### src/logic/bcd_pkg.sv
// Notes on behaviour
// - start rises while negative/positive sequence ratio is above the limit, if qualified.
// - start only while positive sequence current is 6.67% to 100% of rated.
// - start and trip held low while disabled or while the block input is high.
// - trip only after the delay elapsed with start present and tripping allowed.
// - start-only setting keeps start working but never trips; resets to false.
// - ratio in percent compared with a 10 to 90 limit, step 1, default 50.
// - delay 100 to 60000 ms in 1 ms steps, default 1000, from fault appearance.
// - two outputs, general start and general trip, each reported on and off.
`default_nettype none

package bcd_pkg;
   // ****************************************************************
   // widths
   // ****************************************************************
   localparam int MAG_W  = 16;
   localparam int LIM_W  = 7;
   localparam int DLY_W  = 16;
   localparam int ADDR_W = 5;
   localparam int DATA_W = 32;
   localparam int EV_W   = 4;

   // ****************************************************************
   // register map (byte addresses)
   // ****************************************************************
   localparam logic [ADDR_W-1:0] CTRL_OFS     = 5'h00;
   localparam logic [ADDR_W-1:0] LIMIT_OFS    = 5'h04;
   localparam logic [ADDR_W-1:0] DELAY_OFS    = 5'h08;
   localparam logic [ADDR_W-1:0] STATUS_OFS   = 5'h0c;
   localparam logic [ADDR_W-1:0] IRQ_STAT_OFS = 5'h10;
   localparam logic [ADDR_W-1:0] IRQ_MASK_OFS = 5'h14;

   localparam int CTRL_EN_BIT   = 0;
   localparam int CTRL_SO_BIT   = 1;
   localparam int STAT_ST_BIT   = 0;
   localparam int STAT_TR_BIT   = 1;
   localparam int STAT_OVR_BIT  = 2;
   localparam int STAT_WIN_BIT  = 3;
   localparam int EV_ST_ON_BIT  = 0;
   localparam int EV_ST_OFF_BIT = 1;
   localparam int EV_TR_ON_BIT  = 2;
   localparam int EV_TR_OFF_BIT = 3;

   // ****************************************************************
   // settings ranges and reset values
   // ****************************************************************
   localparam logic [LIM_W-1:0] LIMIT_MIN = 7'h0a;
   localparam logic [LIM_W-1:0] LIMIT_MAX = 7'h5a;
   localparam logic [LIM_W-1:0] LIMIT_RST = 7'h32;
   localparam logic [DLY_W-1:0] DELAY_MIN = 16'h0064;
   localparam logic [DLY_W-1:0] DELAY_MAX = 16'hea60;
   localparam logic [DLY_W-1:0] DELAY_RST = 16'h03e8;
   localparam logic [EV_W-1:0]  MASK_RST  = 4'h0;

   localparam logic [LIM_W-1:0] PCT_FULL    = 7'h64;
   // 6.67 % of rated is rated / 15
   localparam logic [LIM_W-1:0] WIN_LOW_DIV = 7'h0f;
   localparam logic [MAG_W-1:0] RATED_DEF   = 16'h1000;

   // ****************************************************************
   // timing
   // ****************************************************************
   localparam int CLK_PERIOD_NS  = 10;
   localparam int MS_NS          = 1000000;
   localparam int MS_TICK_CYCLES = MS_NS / CLK_PERIOD_NS;
   localparam int TICK_W         = 17;

   typedef enum logic [1:0] {
      ST_IDLE    = 2'b00,
      ST_TIMING  = 2'b01,
      ST_TRIPPED = 2'b10
   } delay_state_t;
endpackage : bcd_pkg

`default_nettype wire

### src/logic/ratio_if.sv
`default_nettype none

interface ratio_if;
   import bcd_pkg::*;
   logic [MAG_W-1:0] pos_mag;
   logic [MAG_W-1:0] neg_mag;
   logic [LIM_W-1:0] limit;
   logic             ratio_over;
   logic             window_ok;

   modport top (output pos_mag, output neg_mag, output limit,
                input ratio_over, input window_ok);
   modport cmp (input pos_mag, input neg_mag, input limit,
                output ratio_over, output window_ok);
endinterface : ratio_if

`default_nettype wire

### src/logic/ratio_compare.sv
`default_nettype none

module ratio_compare
#(
   parameter logic [bcd_pkg::MAG_W-1:0] RATED = bcd_pkg::RATED_DEF
)
(
   input  wire logic core_clk_in,
   input  wire logic rst_in,
   ratio_if.cmp      rif
);
   import bcd_pkg::*;

   localparam int PW = MAG_W + LIM_W;

   logic          over_r;
   logic          over_nxt;
   logic          win_r;
   logic          win_nxt;
   logic [PW-1:0] neg_pct;
   logic [PW-1:0] lim_prod;

   // ****************************************************************
   // cross multiplication avoids a divider
   // ****************************************************************
   always_comb
   begin
      neg_pct  = PW'(rif.neg_mag) * PW'(PCT_FULL);
      lim_prod = PW'(rif.pos_mag) * PW'(rif.limit);
      over_nxt = (neg_pct > lim_prod) && (rif.pos_mag != '0);
      win_nxt  = (PW'(rif.pos_mag) * PW'(WIN_LOW_DIV) > PW'(RATED))
                 && (rif.pos_mag < RATED);
   end

   always_ff @(posedge core_clk_in)
   begin
      if (rst_in)
      begin
         over_r <= 1'b0;
         win_r  <= 1'b0;
      end
      else
      begin
         over_r <= over_nxt;
         win_r  <= win_nxt;
      end
   end

   assign rif.ratio_over = over_r;
   assign rif.window_ok  = win_r;
endmodule : ratio_compare

`default_nettype wire

### src/logic/broken_conductor_detector.sv
// The Avalon-MM register port and the placing of the registers are this design's own decisions.
`default_nettype none

module broken_conductor_detector
#(
   parameter int                         TICK_CYCLES = bcd_pkg::MS_TICK_CYCLES,
   parameter logic [bcd_pkg::MAG_W-1:0]  RATED       = bcd_pkg::RATED_DEF
)
(
   input  wire logic                         core_clk_in,
   input  wire logic                         rst_in,
   input  wire logic [bcd_pkg::MAG_W-1:0]    pos_seq_magnitude_in,
   input  wire logic [bcd_pkg::MAG_W-1:0]    neg_seq_magnitude_in,
   input  wire logic                         block_input_in,
   input  wire logic [bcd_pkg::ADDR_W-1:0]   avs_address_in,
   input  wire logic                         avs_read_in,
   input  wire logic                         avs_write_in,
   input  wire logic [bcd_pkg::DATA_W-1:0]   avs_writedata_in,
   input  wire logic [3:0]                   avs_byteenable_in,
   output logic      [bcd_pkg::DATA_W-1:0]   avs_readdata_out,
   output logic                              avs_waitrequest_out,
   output logic                              general_start_out,
   output logic                              general_trip_out,
   output logic                              irq_out
);
   import bcd_pkg::*;

   // ****************************************************************
   // declarations
   // ****************************************************************
   logic                enable_r;
   logic                enable_nxt;
   logic                start_only_r;
   logic                start_only_nxt;
   logic [LIM_W-1:0]    limit_r;
   logic [LIM_W-1:0]    limit_nxt;
   logic [DLY_W-1:0]    delay_r;
   logic [DLY_W-1:0]    delay_nxt;
   logic [EV_W-1:0]     irq_stat_r;
   logic [EV_W-1:0]     irq_stat_nxt;
   logic [EV_W-1:0]     irq_mask_r;
   logic [EV_W-1:0]     irq_mask_nxt;
   logic                ack_r;
   logic                ack_nxt;
   logic [DATA_W-1:0]   rdata_r;
   logic [DATA_W-1:0]   rdata_nxt;
   delay_state_t        state_r;
   delay_state_t        state_nxt;
   logic [DLY_W-1:0]    ms_cnt_r;
   logic [DLY_W-1:0]    ms_cnt_nxt;
   logic [TICK_W-1:0]   tick_cnt_r;
   logic [TICK_W-1:0]   tick_cnt_nxt;
   logic                start_r;
   logic                start_nxt;
   logic                trip_r;
   logic                trip_nxt;
   logic                start_cond;
   logic                ms_tick;
   logic                wr_en;
   logic [EV_W-1:0]     events;
   logic [DATA_W-1:0]   wmask;
   logic [DATA_W-1:0]   ctrl_wr;
   logic [DATA_W-1:0]   lim_wr;
   logic [DATA_W-1:0]   dly_wr;
   logic [DATA_W-1:0]   mask_wr;

   ratio_if rif ();

   // ****************************************************************
   // helpers
   // ****************************************************************
   function automatic logic [DATA_W-1:0] merge_bytes
   (
      input logic [DATA_W-1:0] old_val,
      input logic [DATA_W-1:0] new_val,
      input logic [DATA_W-1:0] mask
   );
      merge_bytes = (old_val & ~mask) | (new_val & mask);
   endfunction : merge_bytes

   function automatic logic [DATA_W-1:0] bytes_to_mask
   (
      input logic [3:0] be
   );
      bytes_to_mask = {{8{be[3]}}, {8{be[2]}}, {8{be[1]}}, {8{be[0]}}};
   endfunction : bytes_to_mask

   // ****************************************************************
   // magnitude comparison
   // ****************************************************************
   assign rif.pos_mag = pos_seq_magnitude_in;
   assign rif.neg_mag = neg_seq_magnitude_in;
   assign rif.limit   = limit_r;

   ratio_compare
   #(
      .RATED (RATED)
   )
   u_cmp
   (
      .core_clk_in (core_clk_in),
      .rst_in      (rst_in),
      .rif         (rif)
   );

   // ****************************************************************
   // start qualification
   // ****************************************************************
   // block input comes from same-clock user logic, so it is not synchronised
   assign start_cond = enable_r && !block_input_in
                       && rif.ratio_over && rif.window_ok;

   // ****************************************************************
   // delay timer
   // ****************************************************************
   // the millisecond divider restarts with each start so the delay is
   // not shortened by a partly elapsed tick
   assign ms_tick = (tick_cnt_r == TICK_W'(TICK_CYCLES - 1));

   always_comb
   begin
      state_nxt    = state_r;
      ms_cnt_nxt   = ms_cnt_r;
      tick_cnt_nxt = ms_tick ? '0 : tick_cnt_r + 1'b1;
      unique case (state_r)
         ST_IDLE:
         begin
            ms_cnt_nxt   = '0;
            tick_cnt_nxt = '0;
            if (start_cond)
               state_nxt = ST_TIMING;
         end
         ST_TIMING:
         begin
            if (!start_cond)
            begin
               state_nxt  = ST_IDLE;
               ms_cnt_nxt = '0;
            end
            else if (ms_cnt_r >= delay_r && !start_only_r)
               state_nxt = ST_TRIPPED;
            else if (ms_tick && ms_cnt_r < delay_r)
               ms_cnt_nxt = ms_cnt_r + 1'b1;
         end
         ST_TRIPPED:
         begin
            if (!start_cond)
            begin
               state_nxt  = ST_IDLE;
               ms_cnt_nxt = '0;
            end
            else if (start_only_r)
               state_nxt = ST_TIMING;
         end
         default:
         begin
            state_nxt  = ST_IDLE;
            ms_cnt_nxt = '0;
         end
      endcase
      start_nxt = start_cond;
      trip_nxt  = (state_nxt == ST_TRIPPED);
   end

   always_ff @(posedge core_clk_in)
   begin
      if (rst_in)
      begin
         state_r    <= ST_IDLE;
         ms_cnt_r   <= '0;
         tick_cnt_r <= '0;
         start_r    <= 1'b0;
         trip_r     <= 1'b0;
      end
      else
      begin
         state_r    <= state_nxt;
         ms_cnt_r   <= ms_cnt_nxt;
         tick_cnt_r <= tick_cnt_nxt;
         start_r    <= start_nxt;
         trip_r     <= trip_nxt;
      end
   end

   assign general_start_out = start_r;
   assign general_trip_out  = trip_r;

   // ****************************************************************
   // on and off events
   // ****************************************************************
   always_comb
   begin
      events                = '0;
      events[EV_ST_ON_BIT]  = start_nxt && !start_r;
      events[EV_ST_OFF_BIT] = !start_nxt && start_r;
      events[EV_TR_ON_BIT]  = trip_nxt && !trip_r;
      events[EV_TR_OFF_BIT] = !trip_nxt && trip_r;
   end

   // ****************************************************************
   // avalon slave and settings
   // ****************************************************************
   // every access waits one cycle; write lands at the edge that ends it
   assign avs_waitrequest_out = (avs_read_in || avs_write_in) && !ack_r;
   assign avs_readdata_out    = rdata_r;
   assign wr_en               = avs_write_in && ack_r;
   assign irq_out             = |(irq_stat_r & irq_mask_r);

   always_comb
   begin
      wmask          = bytes_to_mask(avs_byteenable_in);
      ctrl_wr        = merge_bytes({30'h0, start_only_r, enable_r},
                                   avs_writedata_in, wmask);
      lim_wr         = merge_bytes({25'h0, limit_r}, avs_writedata_in, wmask);
      dly_wr         = merge_bytes({16'h0, delay_r}, avs_writedata_in, wmask);
      mask_wr        = merge_bytes({28'h0, irq_mask_r}, avs_writedata_in,
                                   wmask);
      enable_nxt     = enable_r;
      start_only_nxt = start_only_r;
      limit_nxt      = limit_r;
      delay_nxt      = delay_r;
      irq_mask_nxt   = irq_mask_r;
      irq_stat_nxt   = irq_stat_r;
      ack_nxt        = (avs_read_in || avs_write_in) && !ack_r;
      rdata_nxt      = rdata_r;
      if (wr_en)
      begin
         unique case (avs_address_in)
            CTRL_OFS:
            begin
               enable_nxt     = ctrl_wr[CTRL_EN_BIT];
               start_only_nxt = ctrl_wr[CTRL_SO_BIT];
            end
            LIMIT_OFS:
            begin
               // out-of-range writes clamp to the nearest legal setting
               if (lim_wr > DATA_W'(LIMIT_MAX))
                  limit_nxt = LIMIT_MAX;
               else if (lim_wr < DATA_W'(LIMIT_MIN))
                  limit_nxt = LIMIT_MIN;
               else
                  limit_nxt = lim_wr[LIM_W-1:0];
            end
            DELAY_OFS:
            begin
               if (dly_wr > DATA_W'(DELAY_MAX))
                  delay_nxt = DELAY_MAX;
               else if (dly_wr < DATA_W'(DELAY_MIN))
                  delay_nxt = DELAY_MIN;
               else
                  delay_nxt = dly_wr[DLY_W-1:0];
            end
            IRQ_STAT_OFS:
               irq_stat_nxt = irq_stat_r
                              & ~(avs_writedata_in[EV_W-1:0] & wmask[EV_W-1:0]);
            IRQ_MASK_OFS:
               irq_mask_nxt = mask_wr[EV_W-1:0];
            default:
               irq_mask_nxt = irq_mask_r;
         endcase
      end
      // a new event wins over a clear in the same cycle
      irq_stat_nxt = irq_stat_nxt | events;
      if (avs_read_in && !ack_r)
      begin
         unique case (avs_address_in)
            CTRL_OFS:     rdata_nxt = {30'h0, start_only_r, enable_r};
            LIMIT_OFS:    rdata_nxt = {25'h0, limit_r};
            DELAY_OFS:    rdata_nxt = {16'h0, delay_r};
            STATUS_OFS:   rdata_nxt = {28'h0, rif.window_ok, rif.ratio_over,
                                       trip_r, start_r};
            IRQ_STAT_OFS: rdata_nxt = {28'h0, irq_stat_r};
            IRQ_MASK_OFS: rdata_nxt = {28'h0, irq_mask_r};
            default:      rdata_nxt = '0;
         endcase
      end
   end

   always_ff @(posedge core_clk_in)
   begin
      if (rst_in)
      begin
         enable_r     <= 1'b0;
         start_only_r <= 1'b0;
         limit_r      <= LIMIT_RST;
         delay_r      <= DELAY_RST;
         irq_stat_r   <= '0;
         irq_mask_r   <= MASK_RST;
         ack_r        <= 1'b0;
         rdata_r      <= '0;
      end
      else
      begin
         enable_r     <= enable_nxt;
         start_only_r <= start_only_nxt;
         limit_r      <= limit_nxt;
         delay_r      <= delay_nxt;
         irq_stat_r   <= irq_stat_nxt;
         irq_mask_r   <= irq_mask_nxt;
         ack_r        <= ack_nxt;
         rdata_r      <= rdata_nxt;
      end
   end
endmodule : broken_conductor_detector

`default_nettype wire

### config.mk
export PLATFORM = sky130hd
export DESIGN_NAME = broken_conductor_detector
export DESIGN_NICKNAME = d
export VERILOG_FILES = /design/src/logic/bcd_pkg.sv /design/src/logic/ratio_if.sv /design/src/logic/ratio_compare.sv /design/src/logic/broken_conductor_detector.sv
export SDC_FILE = /design/constraint.sdc
export NUM_CORES = 1
export LEC_CHECK = 0
export BUFFER_PORTS_ARGS = -buffer_cell sky130_fd_sc_hd__buf_4
export CORE_MARGIN = 2
export CORE_UTILIZATION = 40
export CTS_CLUSTER_DIAMETER = 120
export DETAILED_ROUTE_END_ITERATION = 12
export PLACE_DENSITY_LB_ADDON = 0.08
export REMOVE_ABC_BUFFERS = 1
export SLEW_MARGIN = 20
export SYNTH_ARGS = -nofsm -noshare
export SYNTH_HDL_FRONTEND = slang
export SYNTH_SLANG_ARGS = --single-unit
### constraint.sdc
create_clock -name core_clk_in -period 14.35 [get_ports core_clk_in]
set_clock_uncertainty 0.2 [all_clocks]
set_input_delay 2.87 -clock core_clk_in [delete_from_list [all_inputs] [get_ports core_clk_in]]
set_output_delay 2.87 -clock core_clk_in [all_outputs]
set_load 0.05 [all_outputs]
==> summary.md, run 1 <==
| Metric | Value |
|---|---|
| Outcome | complete, no violations |
| Setup violations, final | 0 |
| Final instance area | 13100 um2 |
| Period utilization | 0.623 |
| Nets@finish | between 1500 and 2000 |
| Setup TNS | 0 ns |
| #FFs+latches synth | 89 |
| Fmax | 0.112 GHz |
| Most used cell along the critical path | inv_1 |
| Post-synth top area cell | fa_1 |
| Number of global-route vias before repair | approximately 9900 |
| RD Place Congestion | about 0.82 |
| Pint | 716 uW |
| Syn. warnings | 0 |
| Minimum clock period | ~8.9 ns |
| Clock root cell | clkbuf_16 |
| Drt pass-1 iters | 5 |
| Final Max Tran Viols | 0 |
| Vias/cell | 5.21 |
| Clock sink total | 89 |
| Core Region | 28900 um2 |
| EDFF count, synth | 0 |
| DIE AREA | 30900 um2 |
| Setup CP Type | in -> reg |
| DIE WIDTH | 176 um |
| Later-pin clock latency in the skew report | roughly 0.35 ns |
| RSZ-0062 raised after global routing | no |
| Worst EP required | ~14 ns |
| Clock-pin slew on the worst setup and hold paths | 0.07 ns |
| Pleak | 0.00617 uW |
| Synthesized instance count | 1415 |
| Clock Power Share | 0.233 |
| Initial antenna violation count | 0 |
| Post_cts resized | 0 |
| Post-Syn Area | about 12000 um2 |
| Sw power | 474 uW |
| Layout cells sized above 1 | 0.0928 |
| Wire length of the first global-routing pass | 49.0 mm |
| Power per cell area | 90.6 nW/um2 |
| Clock buffer depth | 2 |
| Vias | 9744 |
| Register share of total power | 0.212 |
| Max Cap Viol | 0 |
| Area share of the largest cell type after synthesis | 0.185 |
| Worst-margin pin slew | ~1.0 ns |
| DRT Wirelength | 29.0 mm |
| Top post-synthesis cells by area | fa_1 18%, ha_1 17%, dfxtp_1 15% |
| Sw Share | 0.398 |
| Slowest cell on the critical path | fa_1 |
| Register area share after synthesis | 0.151 |
| Core Rows | a little over 60 |
| Top_reg_cell synth | dfxtp_1 |
| Initial Util | 0.409 |
| Dpl hpwl | 23.6 mm |
| Dpl cell area | 12800 um2 |
| CTS tree | yes |
| Global-route usage over all layers | 0.194 |
| Die height | 176 um |
| Syn Area/Cell | between 8 and 9 um2 |
| VDD IR max | 0.0000591 V |
| N_diodes | 0 |
| Aggregate global routing overflow | 0 |
| CP Max Fanout | 10 |
| Buffer count from post-CTS setup fixing | 0 |
| Ys async rst share | 0 |
| Critical Path Start Type | primary input |
| Antenna Violating Nets Remaining | 0 |
| Residual DRC count | 0 |
| Initial DRC count | 410 |
| I/O Buffers | 97 |
| TritonCTS buffer count | 9 |
| Post-synthesis cell type count | 85 |
| Ports | 114 |
| CP max stage delay | 0.55 ns |
| Largest net degree at the start of global routing | 49 |
| Area Growth Syn to Fin | 11.2% |
| Number of fill cells in the layout | roughly 2900 |
| H-tree depth | 3 |
| Final hold viol count | 0 |
| WL/cell | between 15 and 20 um |
| CP Capture Type | flip-flop |
| Max_slew headroom | 0.304 |
| Worst hold path type | reg -> reg |
| Comb power frac | 0.556 |
| Hold buffers post-CTS | 0 |
| Worst Path Arrival | about 9 ns |
## flip-flops by register name, indices dropped and copies added, names as in the netlist, 2 cells and up, named ones only
register	cells
avs_readdata_out	16
delay_r	16
irq_stat_r	4
limit_r	7
ms_cnt_r	16
state_r	2
tick_cnt_r	17
## cells in the final DEF (no fill, tap or decap), types with 32 or more instances in the layout
| cell type | count |
|---|---|
| inv_1 | 190 |
| o21ai_0 | 32 |
| buf_4 | 98 |
| and2_1 | 44 |
| fa_1 | 109 |
| dfxtp_1 | 89 |
| ha_1 | 165 |
| a21oi_1 | 67 |
| nor2_1 | 148 |
| nand2_1 | 100 |
| xor2_1 | 38 |
| nand3_1 | 38 |
## power by group through the flow
stage	Sequential, uW	Clock (uW)	Combinational [uW]
2_1_floorplan	258	0	510
3_3_place_gp	258	0	661
3_5_place_dp	257	0	667
4_1_cts	252	284	671
5_1_grt	252	293	770
6_report	252	277	661
## per-layer routing
| metal | routed length [um] | GRT usage | vias up |
|---|---|---|---|
| met2 | 14700 | 0.353 | 132 |
| met3 | 709 | 0.0193 | 23 |
| met5 | 0 | 0 | - |
| met1 | 13200 | 0.251 | 4689 |
| met4 | 376 | 0.0382 | 0 |
| li1 | - | - | 4900 |
## cell families (layout without fill, tap and decap cells)
kind of cell / Yosys count / count (layout) / synth area share
compound gates: 249 / 249 / 0.143
buf+inv: 247 / 304 / 0.0851
other cells: 1 / 16 / 0.000317
flops: 89 / 89 / 0.151
xor+xnor: 69 / 69 / 0.0511
simple gates: 473 / 473 / 0.199
fa+ha+maj: 274 / 274 / 0.359
mux: 13 / 13 / 0.0113
## metrics by stage
step | total power [uW] | setup WS, ns | util | instances | hold slack [ns]
global route | 1320 | 4.75 | 0.454 | 1871 | 0.262
CTS | 1210 | 5.43 | 0.454 | 1871 | 0.253
detailed placement | 924 | 5.06 | 0.442 | 1855 | 0.239
floorplan | 768 | 5.74 | - | 1373 | 0.218
finish | 1190 | 5.41 | 0.454 | 1871 | 0.249
global placement | 919 | 5.18 | 0.442 | 1855 | 0.236
## final timing paths
| path | end | cells past startpoint | start | slack [ns] |
|---|---|---|---|---|
| max | u_cmp.rif.ratio_over$_SDFF_PP0_ | 31 | pos_seq_magnitude_in[3] | 5.41 |
| max reg2reg | u_cmp.rif.ratio_over$_SDFF_PP0_ | 30 | limit_r[3]$_SDFFE_PP0P_ | 7.07 |
| min reg2reg | tick_cnt_r[0]$_SDFF_PP0_ | 1 | tick_cnt_r[0]$_SDFF_PP0_ | 0.25 |
| min | tick_cnt_r[0]$_SDFF_PP0_ | 1 | tick_cnt_r[0]$_SDFF_PP0_ | 0.25 |
## synth_stat cells, types with 4 or more instances
| cell | instances |
|---|---|
| mux2i_1 | 10 |
| a41oi_1 | 4 |
| nand3_1 | 38 |
| o211ai_1 | 6 |
| or3_1 | 6 |
| nor2b_1 | 13 |
| a31oi_1 | 11 |
| clkbuf_1 | 32 |
| o21ai_1 | 10 |
| buf_2 | 6 |
| ha_1 | 165 |
| nor2_1 | 148 |
| o31a_1 | 4 |
| a21o_1 | 28 |
| nor3b_1 | 5 |
| nor4_1 | 13 |
| o21a_1 | 10 |
| a22oi_1 | 15 |
| nand2b_1 | 12 |
| dfxtp_1 | 89 |
| a211oi_1 | 4 |
| nand2_1 | 100 |
| a21oi_1 | 67 |
| inv_1 | 190 |
| nand4_1 | 25 |
| a221oi_1 | 6 |
| and4_1 | 4 |
| xnor2_1 | 31 |
| xor2_1 | 38 |
| o21ai_0 | 32 |
| o31ai_1 | 4 |
| and3_1 | 12 |
| buf_4 | 16 |
| and2_1 | 44 |
| nor3_1 | 28 |
| fa_1 | 109 |
## critical path, delay by kind of cell
family,cells,cell delay (ns)
buffers and inverters,6,0.46
AO/OA/AOI/OAI,14,2.47
adder cells (fa/ha/maj),6,2.69
AND/OR/NAND/NOR,4,0.27
XOR/XNOR,1,0.18
## layout make-up
class	instances	area, um2	area share
inverters	190	713	0.0543
clock buffers	10	229	0.0174
repair buffers	98	736	0.0560
clock inverters	6	114	0.00866
flip-flops and latches	89	1780	0.136
multi-input cells	1094	9090	0.692
well taps	384	480	0.0366
(Power assumes the default switching activity.)
==> run 2: changes to the inputs <==
Clock period 14.35 ns to 7.5 ns, I/O delays scaled along.
==> run 2 against run 1 <==
Count of clock-buffer cells in the layout is the same. Worst setup slack got worse by 5.1 ns. Clock power is 74% higher. Non-clock buffer count increased by 50. Utilization grew 1.3 points. Critical endpoint unchanged.
==> summary.md, run 2 (synthesis gave the netlist of run 1 again) <==
| Metric | Value |
|---|---|
| Outcome | complete, no violations |
| Layout cells sized above 1 | 0.126 (+0.0334) |
| DIE AREA | 30900 um2 (unchanged) |
| Leading cell type in the layout, fill and taps excluded | inv_1 |
| Fmax | 0.140 GHz |
| Dpl hpwl | 24.3 mm (+3.1%) |
| R2R depth | 26 (-13%) |
| RSZ-0062 raised after global routing | no |
| Met1 Usage GRT | 0.259 (+0.00775) |
| TritonCTS buffer count | 9 (unchanged) |
| Worst-margin pin slew | 1.07 ns (+0.0319 ns) |
| Die height | 176 um (unchanged) |
| CTS tree | yes |
| Aggregate global routing overflow | 0 (unchanged) |
| Clock sink total | 89 (unchanged) |
| I/O Buffers | 97 (unchanged) |
| Initial Util | 0.409 (unchanged) |
| Most frequent cells in the layout | 190 x inv_1, 165 x ha_1, 148 x nor2_1, 148 x buf_4, 109 x fa_1 |
| Number of global-route vias before repair | 10200 (+2.6%) |
| Initial DRC count | 428 (+4.4%) |
| H-tree depth | 3 (unchanged) |
| Top reg by flops | tick_cnt_r |
| Met3 usage | 0.0171 (-0.00216) |
| Minimum clock period | 7.15 ns |
| Initial antenna violation count | 1 (+1) |
| CP max stage delay | 0.55 ns (about the same) |
| Max_slew headroom | 0.283 (-0.0213) |
| GR met2 Demand/Resource | 0.359 (+0.00607) |
| Worst EP required | 7.52 ns (-6.85 ns) |
| Ports | 114 (unchanged) |
| Area Growth Syn to Fin | 14.4% |
| Clock buffer depth | 2 (unchanged) |
| WL/cell | 15.4 um (-0.80%) |
| Worst hold path type | reg -> reg |
| Pleak | 0.00641 uW (+3.9%) |
| Antenna Violating Nets Remaining | 0 (unchanged) |
| Residual DRC count | 0 (unchanged) |
| Nets@finish | 1884 (+2.7%) |
| Largest net degree at the start of global routing | 49 (unchanged) |
| DRT Wirelength | 29.6 mm (+1.9%) |
| DIE WIDTH | 176 um (unchanged) |
| Core Rows | 62 (unchanged) |
| Later-pin clock latency in the skew report | 0.34 ns (about the same) |
| Most used cell along the critical path | inv_1 |
| Fin worst setup slack | 0.347 ns (-5.06 ns) |
| Max reg flops | 17 (unchanged) |
| Final hold viol count | 0 (unchanged) |
| Period utilization | 0.954 |
| Wire length of the first global-routing pass | 50.5 mm (+2.9%) |
| Dpl ws | -0.182 ns (-5.24 ns) |
| WHS | 0.247 ns (-0.00262 ns) |
| CP Capture Type | flip-flop |
| Critical Path Start Type | primary input |
| Worst Path Arrival | 7.18 ns (-1.78 ns) |
| Drt pass-1 iters | 5 (unchanged) |
| RD Place Congestion | 0.806 (-1.9%) |
| Core Region | 28900 um2 (unchanged) |
| Clock root cell | clkbuf_16 |
| GRT Max-Usage Layer | met2 |
| Hold depth | 1 (unchanged) |
| Hold buffers post-CTS | 0 (unchanged) |
| Slowest cell on the critical path | fa_1 |
| Cell Count, Final, Fillers Out | 1922 (+2.7%) |
| Setup violations, final | 0 (unchanged) |
| VDD IR max | 0.000103 V (+75%) |
| CP Max Fanout | 4 (-6) |
| Final Max Tran Viols | 0 (unchanged) |
| Setup CP Type | in -> reg |
| Vias | 10000 (+3.0%) |
| Vias/cell | 5.22 (+0.24%) |
| Clock-pin slew on the worst setup and hold paths | 0.07 ns (about the same) |
| Pwr Total | 2290 uW (+92%) |
| Global-route usage over all layers | 0.200 (+0.00508) |
| Max Cap Viol | 0 (unchanged) |
| Power per cell area | 169 nW/um2 (+87%) |
| DP Cell Count | 1904 (+2.6%) |
run 2: cell count changes in the layout (fill, tap and decap cells not counted), moves of 2 or more:
cell / before / now
bufinv_16: 3 / 1
clkinv_4: 0 / 4
clkinvlp_4: 2 / 0
buf_4: 98 / 148
run 2: final cells by class:
type | instances | area [um2]
clock inverter | 6 | 76.3
tap | 384 | 480
fill | 2941 | 15400
multi-input combinational | 1094 | 9120
inverter | 190 | 713
sequential | 89 | 1780
timing repair buffer | 148 | 1110
clock buffer | 10 | 239
antenna | 1 | 2.50
run 2: final timing paths:
check	endpoint	slack [ns]	startpoint
max	u_cmp.rif.ratio_over$_SDFF_PP0_	0.35	pos_seq_magnitude_in[3]
min	tick_cnt_r[0]$_SDFF_PP0_	0.25	tick_cnt_r[0]$_SDFF_PP0_
max reg2reg	u_cmp.rif.ratio_over$_SDFF_PP0_	0.99	limit_r[2]$_SDFFE_PP0P_
min reg2reg	tick_cnt_r[0]$_SDFF_PP0_	0.25	tick_cnt_r[0]$_SDFF_PP0_
run 2: what timing repair did:
action / in CTS / in global routing
buffers inserted: 0 / 1
endpoints found under the setup margin: 0 / 1
hold endpoints to repair: 0 / 0
gates resized for setup: 0 / 6
run 2: metal layers:
layer / vias to the layer above / wire (um)
met5: - / 0
met4: 0 / 433
met3: 27 / 809
met2: 151 / 14900
met1: 4851 / 13400
li1: 5005 / -
run 2: worst max-delay path, delay by kind of cell:
| kind | cells | cell delay, ns |
|---|---|---|
| AO/OA/AOI/OAI | 14 | 2.17 |
| AND/OR/NAND/NOR | 4 | 0.26 |
| XOR/XNOR | 1 | 0.16 |
| adder cells (fa/ha/maj) | 6 | 2.64 |
| buffers and inverters | 6 | 0.43 |
run 2: metrics by stage:
stage                util  cell area [um2]  TNS, ns
global route        0.467            13500        0
detailed placement  0.455            13200   -0.182
CTS                 0.466            13500        0
finish              0.467            13500        0
floorplan               -            11600        0
global placement    0.455            13200   -0.127
run 2: power by group:
part           internal [uW]  total, uW  switching [uW]
clock network            272        481             209
registers                476        482            5.95
logic                    610       1330             715
total                   1360       2290             930
